**src/tmb_defines.svh**
```systemverilog
// register offsets, field positions, reset values and timing counts for timer b control
`ifndef TMB_DEFINES_SVH
`define TMB_DEFINES_SVH

`define TMB_ADDR_PORT3_DIR 16'hff23
`define TMB_ADDR_MODE_CTRL 16'hff4e
`define TMB_ADDR_CARRIER_CTRL 16'hff4f
`define TMB_ADDR_PORT3_LATCH 16'hff03

`define TMB_RST_PORT3_DIR 8'hff
`define TMB_RST_MODE_CTRL 8'h00
`define TMB_RST_CARRIER_CTRL 8'h00
`define TMB_RST_PORT3_LATCH 8'h00
`define TMB_PORT3_DIR_UPPER 4'hf

`define TMB_BIT_RUN 7
`define TMB_BIT_OE2 6
`define TMB_CLK_HI 5
`define TMB_CLK_LO 3
`define TMB_MODE_HI 2
`define TMB_MODE_LO 1
`define TMB_BIT_OE1 0

`define TMB_BIT_REMOTE 2
`define TMB_BIT_PENDING 1
`define TMB_BIT_ACTIVE 0

`define TMB_MAIN_CLK_HZ 50000000
`define TMB_CARRIER_HZ 5000000
`define TMB_CARRIER_HALF (`TMB_MAIN_CLK_HZ / `TMB_CARRIER_HZ / 2)

`endif

```
**src/tmb_pkg.sv**
```systemverilog
// types for timer b control
package tmb_pkg;
    typedef enum logic [2:0] {
        TMB_CLK_MAIN = 3'h0,
        TMB_CLK_MAIN_DIV4 = 3'h1,
        TMB_CLK_EXT = 3'h2,
        TMB_CLK_EXT_DIV2 = 3'h3,
        TMB_CLK_EXT_DIV4 = 3'h4,
        TMB_CLK_EXT_DIV8 = 3'h5
    } tmb_clk_sel_type;

    typedef enum logic [2:0] {
        TMB_MODE_DISCRETE,
        TMB_MODE_CASCADE,
        TMB_MODE_CARRIER,
        TMB_MODE_DISC_PWM,
        TMB_MODE_PWM_PWM,
        TMB_MODE_PWM_DISC,
        TMB_MODE_PROHIBITED
    } tmb_mode_type;
endpackage

```
**src/tmb_timer_b_control.sv**
```systemverilog
// timer b mode control, carrier output control and port 3 direction
//
// Chosen here: strobed register access.
`timescale 1ns/1ps
`include "tmb_defines.svh"

module tmb_timer_b_control (
    input wire logic clk,
    input wire logic reset_n,
    input wire logic [15:0] addr,
    input wire logic [7:0] wrData,
    input wire logic wrStrobe,
    input wire logic rdStrobe,
    output logic [7:0] rdData,
    input wire logic [1:0] modeA,
    input wire logic timerARun,
    input wire logic matchIrqA,
    input wire logic externalCountInput,
    input wire logic matchB,
    input wire logic matchBHigh,
    input wire logic timerBOut,
    output logic countTickB,
    output logic clearCounterB,
    output logic clearCounterA,
    output logic runCounterA,
    output logic cascadeMode,
    output logic carrierMode,
    output logic [2:0] opMode,
    output logic [3:0] port3Out,
    output logic [3:0] port3Oe
);
    logic [7:0] modeCtrl_r;
    logic [2:0] carrierCtrl_r;
    logic [3:0] portDir_r;
    logic [3:0] portLatch_r;
    logic [1:0] extSync_r;
    logic extPrev_r;
    logic [2:0] extDiv_r;
    logic [1:0] mainDiv_r;
    logic [7:0] carrierCnt_r;
    logic carrierClk_r;
    logic oe1Prev_r;
    tmb_pkg::tmb_mode_type mode;
    tmb_pkg::tmb_clk_sel_type clkSel;
    logic runB;
    logic extEdge;
    logic tickNxt;
    logic remoteOut;
    logic wrMode;
    logic wrCarrier;
    logic wrDir;
    logic wrLatch;
    logic [7:0] rdNxt;

    assign wrMode = wrStrobe && addr == `TMB_ADDR_MODE_CTRL;
    assign wrCarrier = wrStrobe && addr == `TMB_ADDR_CARRIER_CTRL;
    assign wrDir = wrStrobe && addr == `TMB_ADDR_PORT3_DIR;
    assign wrLatch = wrStrobe && addr == `TMB_ADDR_PORT3_LATCH;
    assign runB = modeCtrl_r[`TMB_BIT_RUN];
    assign clkSel = tmb_pkg::tmb_clk_sel_type'(modeCtrl_r[`TMB_CLK_HI:`TMB_CLK_LO]);

    // joint mode decode from timer a and timer b mode bits
    always_comb begin
        case ({modeA, modeCtrl_r[`TMB_MODE_HI:`TMB_MODE_LO]})
            4'b0000: mode = tmb_pkg::TMB_MODE_DISCRETE;
            4'b0101: mode = tmb_pkg::TMB_MODE_CASCADE;
            4'b0011: mode = tmb_pkg::TMB_MODE_CARRIER;
            4'b0010: mode = tmb_pkg::TMB_MODE_DISC_PWM;
            4'b1010: mode = tmb_pkg::TMB_MODE_PWM_PWM;
            4'b1000: mode = tmb_pkg::TMB_MODE_PWM_DISC;
            default: mode = tmb_pkg::TMB_MODE_PROHIBITED;
        endcase
    end

    // mode control register
    always_ff @(posedge clk) begin
        if (!reset_n) begin
            modeCtrl_r <= `TMB_RST_MODE_CTRL;
        end else if (wrMode) begin
            modeCtrl_r <= wrData;
        end
    end

    // carrier output control; active data bit loaded from pending on a timer a match in carrier mode, or written directly while OE1 is clear
    always_ff @(posedge clk) begin
        if (!reset_n) begin
            carrierCtrl_r <= 3'h0;
        end else begin
            if (wrCarrier) begin
                carrierCtrl_r[`TMB_BIT_REMOTE] <= wrData[`TMB_BIT_REMOTE];
                carrierCtrl_r[`TMB_BIT_PENDING] <= wrData[`TMB_BIT_PENDING];
            end else if (!modeCtrl_r[`TMB_BIT_OE1] && oe1Prev_r) begin
                carrierCtrl_r[`TMB_BIT_PENDING] <= 1'b0;
            end
            if (matchIrqA && carrierMode) begin
                carrierCtrl_r[`TMB_BIT_ACTIVE] <= carrierCtrl_r[`TMB_BIT_PENDING];
            end else if (wrCarrier && !modeCtrl_r[`TMB_BIT_OE1]) begin
                carrierCtrl_r[`TMB_BIT_ACTIVE] <= wrData[`TMB_BIT_ACTIVE];
            end
        end
    end

    always_ff @(posedge clk) begin
        if (!reset_n) begin
            oe1Prev_r <= 1'b0;
        end else begin
            oe1Prev_r <= modeCtrl_r[`TMB_BIT_OE1];
        end
    end

    // port 3 direction and output latch
    always_ff @(posedge clk) begin
        if (!reset_n) begin
            portDir_r <= 4'(`TMB_RST_PORT3_DIR);
            portLatch_r <= 4'h0;
        end else begin
            if (wrDir) begin
                portDir_r <= wrData[3:0];
            end
            if (wrLatch) begin
                portLatch_r <= wrData[3:0];
            end
        end
    end

    // external input edge detect and prescalers
    always_ff @(posedge clk) begin
        if (!reset_n) begin
            extSync_r <= 2'h0;
            extPrev_r <= 1'b0;
        end else begin
            extSync_r <= {extSync_r[0], externalCountInput};
            extPrev_r <= extSync_r[1];
        end
    end
    assign extEdge = extSync_r[1] && !extPrev_r;

    always_ff @(posedge clk) begin
        if (!reset_n || !runB) begin
            extDiv_r <= 3'h0;
            mainDiv_r <= 2'h0;
        end else begin
            mainDiv_r <= mainDiv_r + 2'h1;
            if (extEdge) begin
                extDiv_r <= extDiv_r + 3'h1;
            end
        end
    end

    always_comb begin
        case (clkSel)
            tmb_pkg::TMB_CLK_MAIN: tickNxt = 1'b1;
            tmb_pkg::TMB_CLK_MAIN_DIV4: tickNxt = mainDiv_r == 2'h3;
            tmb_pkg::TMB_CLK_EXT: tickNxt = extEdge;
            tmb_pkg::TMB_CLK_EXT_DIV2: tickNxt = extEdge && extDiv_r[0];
            tmb_pkg::TMB_CLK_EXT_DIV4: tickNxt = extEdge && extDiv_r[1:0] == 2'h3;
            tmb_pkg::TMB_CLK_EXT_DIV8: tickNxt = extEdge && extDiv_r == 3'h7;
            default: tickNxt = 1'b0;
        endcase
    end

    // counter control strobes to the datapath
    always_ff @(posedge clk) begin
        if (!reset_n) begin
            countTickB <= 1'b0;
            clearCounterB <= 1'b1;
            clearCounterA <= 1'b1;
            runCounterA <= 1'b0;
            cascadeMode <= 1'b0;
            carrierMode <= 1'b0;
            opMode <= 3'h0;
        end else begin
            countTickB <= runB && tickNxt;
            clearCounterB <= !runB
                || (mode == tmb_pkg::TMB_MODE_CARRIER && (matchB || matchBHigh));
            clearCounterA <= (mode == tmb_pkg::TMB_MODE_CASCADE) ? !runB : !timerARun;
            runCounterA <= (mode == tmb_pkg::TMB_MODE_CASCADE) ? runB : timerARun;
            cascadeMode <= mode == tmb_pkg::TMB_MODE_CASCADE;
            carrierMode <= mode == tmb_pkg::TMB_MODE_CARRIER;
            opMode <= 3'(mode);
        end
    end

    // carrier clock, stopped while active data is zero
    always_ff @(posedge clk) begin
        if (!reset_n || !carrierCtrl_r[`TMB_BIT_ACTIVE]) begin
            carrierCnt_r <= 8'h00;
            carrierClk_r <= 1'b0;
        end else if (carrierCnt_r == 8'(`TMB_CARRIER_HALF - 1)) begin
            carrierCnt_r <= 8'h00;
            carrierClk_r <= !carrierClk_r;
        end else begin
            carrierCnt_r <= carrierCnt_r + 8'h01;
        end
    end

    always_comb begin
        if (!carrierCtrl_r[`TMB_BIT_ACTIVE]) begin
            remoteOut = 1'b0;
        end else if (carrierCtrl_r[`TMB_BIT_REMOTE]) begin
            remoteOut = 1'b1;
        end else begin
            remoteOut = carrierClk_r;
        end
    end

    // pin drive: pin 2 first output, pin 3 second output, each only while the other output enable is clear
    always_ff @(posedge clk) begin
        if (!reset_n) begin
            port3Out <= 4'h0;
            port3Oe <= 4'h0;
        end else begin
            port3Oe <= ~portDir_r;
            port3Out[1:0] <= portLatch_r[1:0];
            if (modeCtrl_r[`TMB_BIT_OE1] && !modeCtrl_r[`TMB_BIT_OE2]) begin
                port3Out[2] <= carrierMode ? remoteOut : timerBOut;
            end else begin
                port3Out[2] <= portLatch_r[2];
            end
            if (modeCtrl_r[`TMB_BIT_OE2] && !modeCtrl_r[`TMB_BIT_OE1]) begin
                port3Out[3] <= timerBOut;
            end else begin
                port3Out[3] <= portLatch_r[3];
            end
        end
    end

    // register read; carrier control is write-only and reads zero
    always_comb begin
        case (addr)
            `TMB_ADDR_MODE_CTRL: rdNxt = modeCtrl_r;
            `TMB_ADDR_PORT3_DIR: rdNxt = {`TMB_PORT3_DIR_UPPER, portDir_r};
            `TMB_ADDR_PORT3_LATCH: rdNxt = {4'h0, portLatch_r};
            default: rdNxt = 8'h00;
        endcase
    end

    always_ff @(posedge clk) begin
        if (!reset_n) begin
            rdData <= 8'h00;
        end else begin
            rdData <= rdStrobe ? rdNxt : 8'h00;
        end
    end
endmodule

```
**config.mk**
```make
export PLATFORM = sky130hd
export DESIGN_NAME = tmb_timer_b_control
export DESIGN_NICKNAME = d
export VERILOG_FILES = /design/src/tmb_pkg.sv /design/src/tmb_timer_b_control.sv
export VERILOG_INCLUDE_DIRS = /design/src
export SDC_FILE = /design/constraint.sdc
export NUM_CORES = 1
export LEC_CHECK = 0
export BUFFER_PORTS_ARGS = -buffer_cell sky130_fd_sc_hd__buf_2
export CORE_UTILIZATION = 45
export DETAILED_ROUTE_END_ITERATION = 6
export PLACE_DENSITY_LB_ADDON = 0.1
export SYNTH_ARGS = -nofsm -noshare
export SYNTH_HDL_FRONTEND = slang
export SYNTH_SLANG_ARGS = --single-unit
```
**constraint.sdc**
```tcl
create_clock -name clk -period 1.4 [get_ports clk]
set_clock_uncertainty 0.05 [all_clocks]
set_input_delay 0.42 -clock clk [delete_from_list [all_inputs] [get_ports clk]]
set_output_delay 0.42 -clock clk [all_outputs]
set_load 0.02 [all_outputs]
```
==> metrics.md <==
| Metric | Value |
|---|---|
| Final hold vios | 0 |
| Critical Path RT | 1.58 ns |
| Worst setup SP type | flip-flop |
| Final WL | between 5 and 6 mm |
| Pleak | approximately 1.4 nW |
| YS warnings | 0 |
| Initial Util | 46.5% |
| Vias | about 2.3k |
| Finish-stage setup viols | 9 |
| Core Region | 5470 um2 |
| Ant diodes | 0 |
| RSZ-0062 raised after global routing | yes |
| Clock Latency Late Sink | 0.33 ns |
| Final total power | 3.83 mW |
| Crit Path Max Fanout | 8 |
| Die Area | 5960 um2 |
| Largest family of logic cells by synthesized area | simple AND/OR/NAND/NOR gates |
| Drt initial violations | 95 |
| DRC | 0 |
| CTS Hold Buffers Added | 0 |
| Synth Area in Adders | under 10% |
| Violations in the final reports | setup timing |
| Xor/xnor share of the synthesized area | around 3.4% |
| Fin worst setup slack | -0.102 ns |
| CTS tree | built |
| Top_reg_cell synth | dfxtp_1 |
| Yosys cell types | 45 |
| Area growth syn-to-layout | 35.0% |
| Mapped Area | between 2000 and 3000 um2 |
| Register area share after synthesis | 48.8% |
| Post-placement cell count | 422 |
| Filler instances | 480 |
| Initial antenna violation count | 0 |
| Reg2reg setup slack | -0.10 ns |
| CP Class | flip-flop to flip-flop |
| First-pass GRT wire length | approximately 9.7 mm |
| Drt first pass iters | 4 |
| Root buffer cell | clkbuf_8 |
| Clock transition at the registers of the reported paths | 0.07 ns |
| Grt ovf | 0 |
| Cell Pwr Density | 1120 nW/um2 |
| Peak VDD IR | about 560 uV |
| Ports | 61 |
| Mapped Cells | 272 |
| Max-cap violations | 0 |
| Max Slew Vio Count | 0 |
| Vias in the first global route | 2,128 |
| Clock buffer depth | 2 |
| DRT antenna net count | 0 |
| Mean Syn Cell Area | between 9 and 10 um2 |
| GP Congestion | 0.810 |
| Vias per std cell | 5.19 |
| Simple-gate share of the synthesized area | between 20% and 30% |
| Worst hold-check path type | primary input to flip-flop |
| Slew @ Worst Pin | 0.317 ns |
| H-tree Lvls | 3 |
| Tot GR Track Use | 21.0% |
| Status | finished with violations |
| # Post-CTS Setup Buffers | 0 |
| Post-detail-place hpwl | 4.27 mm |
| Number of flops mapped to enable cells by yosys | 0 |
| Yosys reg bits | 62 |
| CP endpoint kind | flip-flop |
| Max Fclk | between 600 and 700 MHz |
| Headroom to the max-slew limit | 78.6% |
| Crit share post-route | 107% |
| Non-Filler Instances | 437 |
| FP Rows | 27 |
| Setup TNS | -0.821 ns |
| Ys async rst share | 0% |
| DR WL/cell | 13.1 um |
| Final min period | between 1.5 and 2 ns |
| Clock Sinks | just over 60 |
| Finished layout cell area | approximately 3400 um2 |
| Crit path arrival time | 1.68 ns |
| Share of cells above drive strength 1 | between 30% and 40% |
| DIE HEIGHT | around 77 um |
| PortBufs | 60 |
| Area of placed instances | 3180 um2 |
| Mux cell area share after synthesis | ~2.4% |
| Cts bufs inserted | 9 |
| Syn nets | between 300 and 400 |
| Largest net degree at the start of global routing | 22 |
| Die Span X | 77.2 um |
| # nets final | around 400 |
| Synth Area in Compound Gates | 13.8% |
[layout make-up]
class | count | area [um2] | share of cell area (%)
Sequential cell | 62 | 1240 | 36.2
Timing Repair Buffer | 91 | 596 | 17.3
Tap cell | 72 | 90.1 | 2.62
Clock inverter | 4 | 95.1 | 2.77
Multi-Input combinational cell | 191 | 1240 | 36.3
Clock buffer | 11 | 141 | 4.12
Inverter | 6 | 22.5 | 0.656
[worst max-delay path, cell delays in order (launching register included)]
cell and delay, ns:
dfxtp_1 0.31, or4_4 0.55, nor3_4 0.14, or2_1 0.16, buf_12 0.14, nor2_2 0.04
[cells in the mapped netlist (2+ instances only)]
| cell type | instances | area share (%) |
|---|---|---|
| dfxtp_1 | 62 | 49 |
| nand3_1 | 26 | 5.1 |
| nor2_1 | 26 | 3.8 |
| a21oi_1 | 18 | 3.5 |
| o21ai_1 | 14 | 2.8 |
| and2_1 | 10 | 2.5 |
| nand2_1 | 9 | 1.3 |
| a22o_1 | 8 | 2.8 |
| nor2_2 | 8 | 2.0 |
| clkbuf_1 | 7 | 1.0 |
| xnor2_1 | 6 | 2.1 |
| buf_2 | 5 | 0.98 |
| ha_1 | 5 | 2.5 |
| inv_1 | 5 | 0.74 |
| mux2i_1 | 5 | 2.0 |
| nand4_1 | 5 | 1.2 |
| o21ai_0 | 5 | 0.98 |
| and4_1 | 4 | 1.4 |
| nand2b_1 | 4 | 0.98 |
| xor2_1 | 4 | 1.4 |
| a211oi_1 | 3 | 0.89 |
| nor3_2 | 3 | 1.2 |
| or2_1 | 3 | 0.74 |
| and3_1 | 2 | 0.49 |
| nor2b_1 | 2 | 0.49 |
| o211ai_1 | 2 | 0.59 |
| o31ai_1 | 2 | 0.59 |
| or3b_1 | 2 | 0.69 |
[sequential cells by signal (all words and copies together), names as in the netlist, 4 cells and up]
signal,cells
port3Out,4
carrierCnt_r,8
portLatch_r,4
modeCtrl_r,8
rdData,8
port3Oe,4
portDir_r,4
[per-stage QoR]
| stage | setup slack, ns | hold WS (ns) | utilization (%) |
|---|---|---|---|
| floorplan | -0.0432 | 0.349 | - |
| global placement | -0.243 | 0.359 | 58.0 |
| detailed placement | -0.259 | 0.373 | 58.0 |
| CTS | -0.110 | 0.243 | 62.6 |
| global route | -0.142 | 0.265 | 62.7 |
| finish | -0.102 | 0.258 | 62.7 |
[layer usage]
layer / global-route usage, % / share of wire, %
met5: 0 / 0
met4: 9.81 / 1.7
met3: 5.48 / 5.6
met2: 31.9 / 46
met1: 27.5 / 47
[logic make-up (layout without fill, tap and decap cells)]
kind of cell / count (synthesis) / in the layout
AOI/OAI and AO/OA: 57 / 57
xor gates and xnor gates: 10 / 10
DFF: 62 / 62
adders and majority gates: 5 / 5
buffers and inverters: 19 / 112
and+or+nand+nor: 113 / 113
muxes: 6 / 6
[layout by cell type, fill, tap and decap left out, drive strengths merged, types with 4 or more instances in the layout]
cell | synthesis | final
a22o | 8 | 8
nand2b | 4 | 4
mux2i | 5 | 5
nor2 | 34 | 34
nand2 | 9 | 9
xnor2 | 6 | 6
xor2 | 4 | 4
dfxtp | 62 | 62
inv | 6 | 6
and4 | 4 | 4
and2 | 10 | 10
nand3 | 26 | 26
nand4 | 5 | 5
a21oi | 18 | 18
ha | 5 | 5
o21ai | 19 | 19
clkbuf | 7 | 11
nor3 | 4 | 4
buf | 6 | 91
[path summary, 6_finish.rpt]
path	depth (start not counted)	from	endpoint
min reg2reg	1	mainDiv_r[0]$_SDFF_PP0_	mainDiv_r[0]$_SDFF_PP0_
min	2	externalCountInput	extSync_r[0]$_SDFF_PN0_
max reg2reg	5	carrierCnt_r[7]$_SDFF_PP0_	carrierCnt_r[7]$_SDFF_PP0_
max	5	carrierCnt_r[7]$_SDFF_PP0_	carrierCnt_r[7]$_SDFF_PP0_
[report_power, final]
| part | leakage (nW) | internal, mW | total [mW] | switching, mW |
|---|---|---|---|---|
| Sequential | 0.502 | 1.77 | 1.78 | 0.00231 |
| Combinational | 0.811 | 0.0879 | 0.185 | 0.0972 |
| Clock | 0.119 | 1.22 | 1.87 | 0.650 |
| Total | 1.43 | 3.08 | 3.83 | 0.749 |
[timing repair]
action	CTS	global route
endpoints found under the setup margin	10	11
resized for setup	3	4
pin swaps	1	1
No activity file was read; power rests on OpenSTA's default activity.
